===== src/common/flash_irq_regs.vh =====
// Register offsets, field positions and reset values of the flag block
`ifndef FLASH_IRQ_REGS_VH
`define FLASH_IRQ_REGS_VH

// Register offsets (byte addresses)
`define FLAGS_OFS 8'h00
`define MASK_OFS 8'h04
`define CTL_THR_OFS 8'h08
`define RX_THR_OFS 8'h0C
`define TX_THR_OFS 8'h10
`define LEVELS_OFS 8'h14

// Field positions in the flag and mask registers
`define FLAG_WIDTH 12
`define DMA_ERR_BIT 11
`define PKT_DONE_BIT 10
`define DESC_DONE_BIT 9
`define CTL_THR_BIT 8
`define CTL_EMPTY_BIT 7
`define CTL_FULL_BIT 6
`define RX_THR_BIT 5
`define RX_FULL_BIT 4
`define RX_EMPTY_BIT 3
`define TX_THR_BIT 2
`define TX_FULL_BIT 1
`define TX_EMPTY_BIT 0

// Reset values
`define FLAGS_RST 12'h0AD
`define MASK_RST 12'h000
`define THR_RST 8'h00

`endif


===== src/verilog/reset_release.v =====
// Reset synchroniser: asynchronous assert, two-flop release
`timescale 1ns/10ps
module reset_release (
  input wire sys_clk,
  input wire rst_b,
  output wire rst_sync_b
);

  reg meta_q;
  reg hold_q;

  // First flop feeds only the second one
  always @(posedge sys_clk or negedge rst_b) begin
    if (!rst_b) begin
      meta_q <= 1'b0;
      hold_q <= 1'b0;
    end else begin
      meta_q <= 1'b1;
      hold_q <= meta_q;
    end
  end

  assign rst_sync_b = hold_q;

endmodule


===== src/verilog/space_compare.v =====
// Registered compare of free buffer space against a threshold
`timescale 1ns/10ps
module space_compare #(
  parameter WIDTH = 8
) (
  input wire sys_clk,
  input wire rst_sync_b,
  input wire [WIDTH-1:0] free_words,
  input wire [WIDTH-1:0] threshold,
  output reg above_q
);

  // High while more words are free than the threshold
  always @(posedge sys_clk or negedge rst_sync_b) begin
    if (!rst_sync_b) begin
      above_q <= 1'b0;
    end else begin
      above_q <= (free_words > threshold);
    end
  end

endmodule


===== src/verilog/flash_irq_flags.v =====
// Interrupt status flags of the quad serial memory controller
`timescale 1ns/10ps
`include "flash_irq_regs.vh"
module flash_irq_flags #(
  parameter SPACE_WIDTH = 8
) (
  input wire sys_clk,
  input wire rst_b,
  input wire [7:0] reg_addr,
  input wire [31:0] reg_wdata,
  input wire reg_wr,
  input wire reg_rd,
  output reg [31:0] reg_rdata,
  output reg irq,
  input wire boot_xip_mode,
  input wire dma_bus_error,
  input wire packet_done,
  input wire descriptor_done,
  input wire control_empty,
  input wire control_full,
  input wire [SPACE_WIDTH-1:0] control_free_words,
  input wire receive_empty,
  input wire receive_full,
  input wire [SPACE_WIDTH-1:0] receive_free_words,
  input wire transmit_empty,
  input wire transmit_full,
  input wire [SPACE_WIDTH-1:0] transmit_free_words
);

  localparam NBUF = 3;

  // One-hot states of the boot hold
  localparam [2:0] BOOT_ARM = 3'b001;
  localparam [2:0] BOOT_HOLD = 3'b010;
  localparam [2:0] BOOT_DONE = 3'b100;

  wire rst_sync_b;
  reg [`FLAG_WIDTH-1:0] flags_q;
  wire [`FLAG_WIDTH-1:0] flags_d;
  reg [`FLAG_WIDTH-1:0] mask_q;
  reg [SPACE_WIDTH-1:0] control_space_threshold_q;
  reg [SPACE_WIDTH-1:0] receive_space_threshold_q;
  reg [SPACE_WIDTH-1:0] transmit_space_threshold_q;
  reg boot_mode_meta_q;
  reg boot_mode_sync_q;
  reg [2:0] boot_state_q;
  reg [2:0] boot_state_d;
  wire boot_hold;
  reg [`FLAG_WIDTH-1:0] set_events;
  reg [`FLAG_WIDTH-1:0] clear_bits;
  reg [31:0] rdata_d;
  wire [NBUF*SPACE_WIDTH-1:0] free_bus;
  wire [NBUF*SPACE_WIDTH-1:0] thr_bus;
  wire [NBUF-1:0] above;
  wire wr_flags;
  wire wr_mask;
  wire wr_ctl_thr;
  wire wr_rx_thr;
  wire wr_tx_thr;

  ////////////////////////////////////////////////////////////////////////
  // Reset release

  reset_release u_reset_release (
    .sys_clk(sys_clk),
    .rst_b(rst_b),
    .rst_sync_b(rst_sync_b)
  );

  ////////////////////////////////////////////////////////////////////////
  // Address decode

  // True when the bus address hits the given register
  function hit;
    input [7:0] addr;
    input [7:0] ofs;
    begin
      hit = (addr == ofs);
    end
  endfunction

  // Widen a threshold to a read word with zeros above
  function [31:0] thr_word;
    input [SPACE_WIDTH-1:0] thr;
    begin
      thr_word = {{(32-SPACE_WIDTH){1'b0}}, thr};
    end
  endfunction

  // Write enables, one per writable register
  assign wr_flags = reg_wr && hit(reg_addr, `FLAGS_OFS);
  assign wr_mask = reg_wr && hit(reg_addr, `MASK_OFS);
  assign wr_ctl_thr = reg_wr && hit(reg_addr, `CTL_THR_OFS);
  assign wr_rx_thr = reg_wr && hit(reg_addr, `RX_THR_OFS);
  assign wr_tx_thr = reg_wr && hit(reg_addr, `TX_THR_OFS);

  ////////////////////////////////////////////////////////////////////////
  // Free-space comparators, one per buffer

  assign free_bus = {transmit_free_words, receive_free_words,
                     control_free_words};
  assign thr_bus = {transmit_space_threshold_q, receive_space_threshold_q,
                    control_space_threshold_q};

  genvar gi;
  generate
    for (gi = 0; gi < NBUF; gi = gi + 1) begin : g_space
      space_compare #(
        .WIDTH(SPACE_WIDTH)
      ) u_space_compare (
        .sys_clk(sys_clk),
        .rst_sync_b(rst_sync_b),
        .free_words(free_bus[gi*SPACE_WIDTH +: SPACE_WIDTH]),
        .threshold(thr_bus[gi*SPACE_WIDTH +: SPACE_WIDTH]),
        .above_q(above[gi])
      );
    end
  endgenerate

  ////////////////////////////////////////////////////////////////////////
  // Boot/XIP hold of the receive threshold flag

  // Strap pin passes two flops; not reset, so it is valid at release
  always @(posedge sys_clk) begin
    boot_mode_meta_q <= boot_xip_mode;
    boot_mode_sync_q <= boot_mode_meta_q;
  end

  // Sample the strap once after reset; if it is set, hold until the first read
  always @* begin
    boot_state_d = boot_state_q;
    case (boot_state_q)
      BOOT_ARM: begin
        if (boot_mode_sync_q) begin
          boot_state_d = BOOT_HOLD;
        end else begin
          boot_state_d = BOOT_DONE;
        end
      end
      BOOT_HOLD: begin
        if (reg_rd) begin
          boot_state_d = BOOT_DONE;
        end
      end
      BOOT_DONE: begin
        boot_state_d = BOOT_DONE;
      end
      default: begin
        boot_state_d = BOOT_ARM;
      end
    endcase
  end

  // Boot hold state, armed by reset
  always @(posedge sys_clk or negedge rst_sync_b) begin
    if (!rst_sync_b) begin
      boot_state_q <= BOOT_ARM;
    end else begin
      boot_state_q <= boot_state_d;
    end
  end

  // Flag held from reset until the strap says otherwise or a read comes
  assign boot_hold = (boot_state_q == BOOT_ARM) ||
                     (boot_state_q == BOOT_HOLD);

  ////////////////////////////////////////////////////////////////////////
  // Hardware set sources

  // Each source sets its sticky flag in the cycle it is seen
  always @* begin
    set_events = {`FLAG_WIDTH{1'b0}};
    set_events[`DMA_ERR_BIT] = dma_bus_error;
    set_events[`PKT_DONE_BIT] = packet_done;
    set_events[`DESC_DONE_BIT] = descriptor_done;
    set_events[`CTL_THR_BIT] = above[0];
    set_events[`CTL_EMPTY_BIT] = control_empty;
    set_events[`CTL_FULL_BIT] = control_full;
    set_events[`RX_THR_BIT] = above[1] | boot_hold;
    set_events[`RX_FULL_BIT] = receive_full;
    set_events[`RX_EMPTY_BIT] = receive_empty;
    set_events[`TX_THR_BIT] = above[2];
    set_events[`TX_FULL_BIT] = transmit_full;
    set_events[`TX_EMPTY_BIT] = transmit_empty;
  end

  ////////////////////////////////////////////////////////////////////////
  // Flag register next value

  // Write one clears; only the twelve flag bits are looked at
  always @* begin
    clear_bits = wr_flags ? reg_wdata[`FLAG_WIDTH-1:0] :
                 {`FLAG_WIDTH{1'b0}};
  end

  // Next value of one sticky flag; a set in the same cycle beats a clear
  function sticky_next;
    input q;
    input set;
    input clr;
    begin
      sticky_next = set | (q & ~clr);
    end
  endfunction

  // One sticky cell per flag bit
  genvar fi;
  generate
    for (fi = 0; fi < `FLAG_WIDTH; fi = fi + 1) begin : g_flag
      assign flags_d[fi] = sticky_next(flags_q[fi], set_events[fi],
                                       clear_bits[fi]);
    end
  endgenerate

  // Flag storage with mixed reset values
  always @(posedge sys_clk or negedge rst_sync_b) begin
    if (!rst_sync_b) begin
      flags_q <= `FLAGS_RST;
    end else begin
      flags_q <= flags_d;
    end
  end

  ////////////////////////////////////////////////////////////////////////
  // Software writable registers

  // Mask and threshold registers
  always @(posedge sys_clk or negedge rst_sync_b) begin
    if (!rst_sync_b) begin
      mask_q <= `MASK_RST;
      control_space_threshold_q <= {SPACE_WIDTH{1'b0}};
      receive_space_threshold_q <= {SPACE_WIDTH{1'b0}};
      transmit_space_threshold_q <= {SPACE_WIDTH{1'b0}};
    end else begin
      if (wr_mask) begin
        mask_q <= reg_wdata[`FLAG_WIDTH-1:0];
      end
      if (wr_ctl_thr) begin
        control_space_threshold_q <= reg_wdata[SPACE_WIDTH-1:0];
      end
      if (wr_rx_thr) begin
        receive_space_threshold_q <= reg_wdata[SPACE_WIDTH-1:0];
      end
      if (wr_tx_thr) begin
        transmit_space_threshold_q <= reg_wdata[SPACE_WIDTH-1:0];
      end
    end
  end

  ////////////////////////////////////////////////////////////////////////
  // Read path

  // Read data mux; unmapped addresses read zero
  always @* begin
    rdata_d = 32'h0000_0000;
    case (reg_addr)
      `FLAGS_OFS: rdata_d = {20'h0_0000, flags_q};
      `MASK_OFS: rdata_d = {20'h0_0000, mask_q};
      `CTL_THR_OFS: rdata_d = thr_word(control_space_threshold_q);
      `RX_THR_OFS: rdata_d = thr_word(receive_space_threshold_q);
      `TX_THR_OFS: rdata_d = thr_word(transmit_space_threshold_q);
      `LEVELS_OFS: rdata_d = {29'h0000_0000, above};
      default: rdata_d = 32'h0000_0000;
    endcase
  end

  // Read data stands one cycle after the strobe, zero otherwise
  always @(posedge sys_clk or negedge rst_sync_b) begin
    if (!rst_sync_b) begin
      reg_rdata <= 32'h0000_0000;
    end else if (reg_rd) begin
      reg_rdata <= rdata_d;
    end else begin
      reg_rdata <= 32'h0000_0000;
    end
  end

  ////////////////////////////////////////////////////////////////////////
  // Interrupt output

  // Level high while an unmasked flag is set
  always @(posedge sys_clk or negedge rst_sync_b) begin
    if (!rst_sync_b) begin
      irq <= 1'b0;
    end else begin
      irq <= |(flags_d & mask_q);
    end
  end

endmodule


===== config.mk =====
export PLATFORM = sky130hd
export DESIGN_NAME = flash_irq_flags
export DESIGN_NICKNAME = d
export VERILOG_FILES = /design/src/verilog/reset_release.v /design/src/verilog/space_compare.v /design/src/verilog/flash_irq_flags.v
export VERILOG_INCLUDE_DIRS = /design/src /design/src/common
export SDC_FILE = /design/constraint.sdc
export NUM_CORES = 1
export LEC_CHECK = 0
export BUFFER_PORTS_ARGS = -buffer_cell sky130_fd_sc_hd__buf_2
export CAP_MARGIN = 15
export CORE_ASPECT_RATIO = 2
export CORE_UTILIZATION = 45
export CTS_BUF_LIST = sky130_fd_sc_hd__clkbuf_2 sky130_fd_sc_hd__clkbuf_4 sky130_fd_sc_hd__clkbuf_8
export DETAILED_ROUTE_END_ITERATION = 8
export PLACE_DENSITY = 0.75
export SYNTH_ARGS = -nofsm -noshare
export SYNTH_HDL_FRONTEND = slang
export SYNTH_SLANG_ARGS = --single-unit

===== constraint.sdc =====
create_clock -name sys_clk -period 2.82 [get_ports sys_clk]
set_clock_uncertainty 0.15 [all_clocks]
set_input_delay 0.282 -clock sys_clk [delete_from_list [all_inputs] [get_ports sys_clk]]
set_output_delay 0.282 -clock sys_clk [all_outputs]
set_load 0.01 [all_outputs]

==> metrics.md <==
| Metric | Value |
|---|---|
| Status | `completed` |
| Worst stage delay on the critical path | `around 0.62 ns` |
| Type of the most critical hold path | `in -> reg` |
| CTS tree | `yes` |
| Crit Path Category | `in -> reg` |
| Max-cap violations | `0` |
| Average cell area after synthesis | `10.57 sq um` |
| Largest fanout on the critical path | `11` |
| Flop and latch count out of synthesis | `71` |
| Critical Path Slowest Stage Cell | `sky130_fd_sc_hd__or4_4` |
| Count of placed standard cells including taps | `528` |
| Final critical-path share of the clock period | `75.87%` |
| Layout cells sized above 1 | `27.41%` |
| Pin count of the biggest net entering global routing | `36` |
| Normalized max-slew margin | `48.61%` |
| Proportion of total power due to net switching | `roughly 29%` |
| Core box area | `8292 sq um` |
| Highest clock frequency the design can meet | `467.4 MHz` |
| Final Critical Period | `approximately 2.1 ns` |
| Cell area after synthesis | `about 3800 sq um` |
| Unrepaired setup endpoints after global routing | `no` |
| Cell Chain, Critical Path | `buf_2 > or4_4 > nor2_1 > and2_1 > nand2_1 > mux2_1` |
| Inserted Diodes | `0` |
| Pre-CTS worst setup slack | `0.2868 ns` |
| Dominant synthesized flop cell | `sky130_fd_sc_hd__dfrtp_1` |
| Worst reg2reg startpoint | `boot_state_q[0]$_DFFE_PN1P_` |
| Final net count | `between 500 and 600` |
| Combinational Power Share | `14.5%` |
| Number of input and output port buffers inserted | `70` |
| Clock buffer depth | `2` |
| Part of the total power dissipated in sequential elements | `52.2%` |
| Kind of end point of the critical path | `flop` |
| Data arrival time of the worst path | `2.23 ns` |
| Cell types with the largest area share after synthesis | `sky130_fd_sc_hd__dfrtp_1 41%, sky130_fd_sc_hd__ha_1 7.8%, sky130_fd_sc_hd__mux2_1 5.0%` |
| Fraction of the core area covered by cells at the end of the flow | `54.78%` |
| Total leakage power | `2.128 nW` |
| Setup total negative slack | `0 ns` |
| Final Max Tran Viols | `0` |
| Worst min-delay path endpoint | `mask_q[8]$_DFFE_PN0P_` |
| Die Span X | `67.38 um` |
| Distinct cells, synth | `46` |
| Layout-stage area growth over the synthesis result | `18.05%` |
| Clock-pin slew on the worst setup and hold paths | `about 0.080 ns` |
| Multi-input logic area | `1827 sq um` |
| R2R Setup Slk | `between 1 and 1.5 ns` |
| Register area | `around 1800 sq um` |
| Sequential share of the synthesized area | `a little under half` |
| Vias | `about 3000` |
| Leftover overflow at the end of global routing | `0` |
| Count of fill cells added during filler insertion | `750` |
| Net switching power of the design | `~630 uW` |
| Number of global-route vias before repair | `about 3100` |
| Router iterations before antenna repair | `4` |
| Largest vdd supply drop | `0.0002257 V` |
| Endpoint of the most critical register-to-register path | `irq$_DFF_PN0_` |
| Die height | `132.8 um` |
| Actual transition at the worst max-transition pin | `0.7709 ns` |
| Hold Startpoint | `reg_wdata[8]` |
| Htree depth | `3` |
| Post-detailed-route DRC marker count | `0` |
| Vias per inst | `5.500` |
| Setup violators final | `0` |
| Overall Global Routing Usage | `23.48%` |
| Cell type contributing the most total cell area after synthesis | `sky130_fd_sc_hd__dfrtp_1` |
| Clock sink total | `71` |
| Number of I/O pins | `between 100 and 150` |
| Fraction of power consumed by the clock network | `33.3%` |
| Synthesis warning total | `0` |
| GPL Wtd Cong | `~0.9` |
| Power per Cell Area | `477.3 nW/um^2` |
| CP Launch Type | `input port` |
| First-iteration detailed-routing DRC count | `142` |
| Area enclosed by the die boundary | `8946 sq um` |
| Row Count | `47` |
| Number of flops mapped to enable cells by yosys | `0` |
| Proportion of netlist area held by the largest area contributor | `40.98%` |
| Detailed-route wire length | `9455 um` |
| Number of cells traversed by the worst hold path | `2` |
| Power after layout | `2.168 mW` |
| Initial core utilization | `46.40%` |
| Count of final hold-check violations | `0` |
| Antenna violations before repair | `0` |
| Non-filler cells in the finished layout | `554` |
| Required time of the critical path | `roughly 2.9 ns` |
| Clock insertion delay at the later pin of the skew report | `0.36 ns` |
| Number of buffers created by CTS | `9` |
| Global-route wire length before repair | `15090 um` |
| Worst setup margin | `0.6804 ns` |
| Cell internal power dissipation | `between 1.5 and 2 mW` |
| Post-detail-place hpwl | `7286 um` |
| Worst-case reg-to-reg path depth | `5` |
| Proportion of register bits with asynchronous set or reset after synthesis | `around 97%` |
| Average routed wire per standard cell | `~17 um` |
| Post-synthesis cell count | `364` |
| Clock Root Buffer | `sky130_fd_sc_hd__clkbuf_8` |
| Routed Antenna Nets | `0` |
-- worst max-delay path by stage --
stage                      from                                         to  cells after the start
floorplan           reg_addr[2]                              irq$_DFF_PN0_                      7
detailed placement  reg_addr[1]  transmit_space_threshold_q[4]$_DFFE_PN0P_                      6
CTS                 reg_addr[1]  transmit_space_threshold_q[4]$_DFFE_PN0P_                      6
global route        reg_addr[1]  transmit_space_threshold_q[4]$_DFFE_PN0P_                      6
global placement    reg_addr[1]  transmit_space_threshold_q[6]$_DFFE_PN0P_                      6
finish              reg_addr[1]  transmit_space_threshold_q[4]$_DFFE_PN0P_                      6
-- flip-flops by register name, indices dropped and copies added, names as in the netlist --
signal and count:
flags_q 12, mask_q 12, reg_rdata 12, control_space_threshold_q 8, receive_space_threshold_q 8, transmit_space_threshold_q 8, boot_state_q 3, g_space.u_space_compare.above_q 3
boot_mode_meta_q 1, boot_mode_sync_q 1, irq 1, u_reset_release.meta_q 1, u_reset_release.rst_sync_b 1
-- placed cells by master (no fill, tap or decap), types with 14 or more instances in the layout --
master	Yosys	routed
sky130_fd_sc_hd__buf_2	2	70
sky130_fd_sc_hd__dfrtp_1	63	62
sky130_fd_sc_hd__inv_1	30	30
sky130_fd_sc_hd__nand2_1	26	26
sky130_fd_sc_hd__ha_1	24	24
sky130_fd_sc_hd__conb_1	2	21
sky130_fd_sc_hd__o21ai_0	18	18
sky130_fd_sc_hd__mux2_2	17	17
sky130_fd_sc_hd__mux2_1	17	17
sky130_fd_sc_hd__a22oi_1	14	14
sky130_fd_sc_hd__a21oi_1	14	14
sky130_fd_sc_hd__nand2b_1	14	14
-- what timing repair did --
action,4_1_cts,5_1_grt
hold endpoints to repair,11,0
resized for setup,0,0
hold buffers,10,0
setup buffers,0,0
setup endpoints to repair,0,0
-- logic make-up (layout without fill, tap and decap cells) --
logic type,count (synthesis),in the layout,share of synthesized area [%]
flops,71,71,46.11
compound gates,79,79,13.63
fa+ha+maj,24,24,7.805
simple gates,90,90,13.53
buf+inv,62,135,8.260
mux,36,36,10.47
other cells,2,21,0.1952
-- worst max-delay path, delay by kind of cell --
kind	cells	cell delay, ns
AND/OR/NAND/NOR	4	1.38
multiplexers	1	0.42
buffers and inverters	1	0.14
-- routing by layer --
metal  share of wire [%]  GRT usage (%)
met1                  36          24.89
met2                  55          39.89
met3                 4.3          4.310
met4                 5.3          16.31
met5                   0              0
-- cell usage after synthesis (2+ instances only) --
cell,number
sky130_fd_sc_hd__dfrtp_1,63
sky130_fd_sc_hd__inv_1,30
sky130_fd_sc_hd__nand2_1,26
sky130_fd_sc_hd__ha_1,24
sky130_fd_sc_hd__buf_4,20
sky130_fd_sc_hd__o21ai_0,18
sky130_fd_sc_hd__mux2_1,17
sky130_fd_sc_hd__mux2_2,17
sky130_fd_sc_hd__a21oi_1,14
sky130_fd_sc_hd__a22oi_1,14
sky130_fd_sc_hd__nand2b_1,14
sky130_fd_sc_hd__nor2_1,10
sky130_fd_sc_hd__nor4_1,9
sky130_fd_sc_hd__a21o_1,8
sky130_fd_sc_hd__clkbuf_1,8
sky130_fd_sc_hd__a31oi_1,6
sky130_fd_sc_hd__dfstp_2,6
sky130_fd_sc_hd__nand4_1,6
sky130_fd_sc_hd__nor2b_1,6
sky130_fd_sc_hd__nor3b_1,6
sky130_fd_sc_hd__o22a_1,5
sky130_fd_sc_hd__o22ai_1,4
sky130_fd_sc_hd__o21a_1,3
sky130_fd_sc_hd__a222oi_1,2
sky130_fd_sc_hd__and2_1,2
sky130_fd_sc_hd__buf_2,2
sky130_fd_sc_hd__conb_1,2
sky130_fd_sc_hd__dfxtp_1,2
sky130_fd_sc_hd__mux2i_1,2
sky130_fd_sc_hd__nand3_1,2
-- cell type report --
type                    count  area share (%)
multi-input cells         250           40.22
clock buffers               9           2.727
inverters                  30           2.479
flip-flops and latches     71           39.09
clock inverters             7           1.102
repair buffers             89           11.68
well taps                  98           2.700
-- power by group through the flow --
stage	registers [mW]	logic, mW	clock network, mW
floorplan	1.14	0.198	0
global placement	1.15	0.288	0
detailed placement	1.15	0.306	0
CTS	1.13	0.316	0.738
global route	1.14	0.358	0.777
finish	1.13	0.314	0.722
-- stage by stage --
| step | cell area [sq um] | hold slack, ns |
|---|---|---|
| final | 4542 | 0.01528 |
| after global routing | 4542 | 0.02076 |
| after CTS | 4542 | 0.007659 |
| after detailed placement | 4268 | -0.08166 |
| after global placement | 4268 | -0.08249 |
| after floorplan | 3919 | -0.1636 |
(Power assumes the default switching activity.)
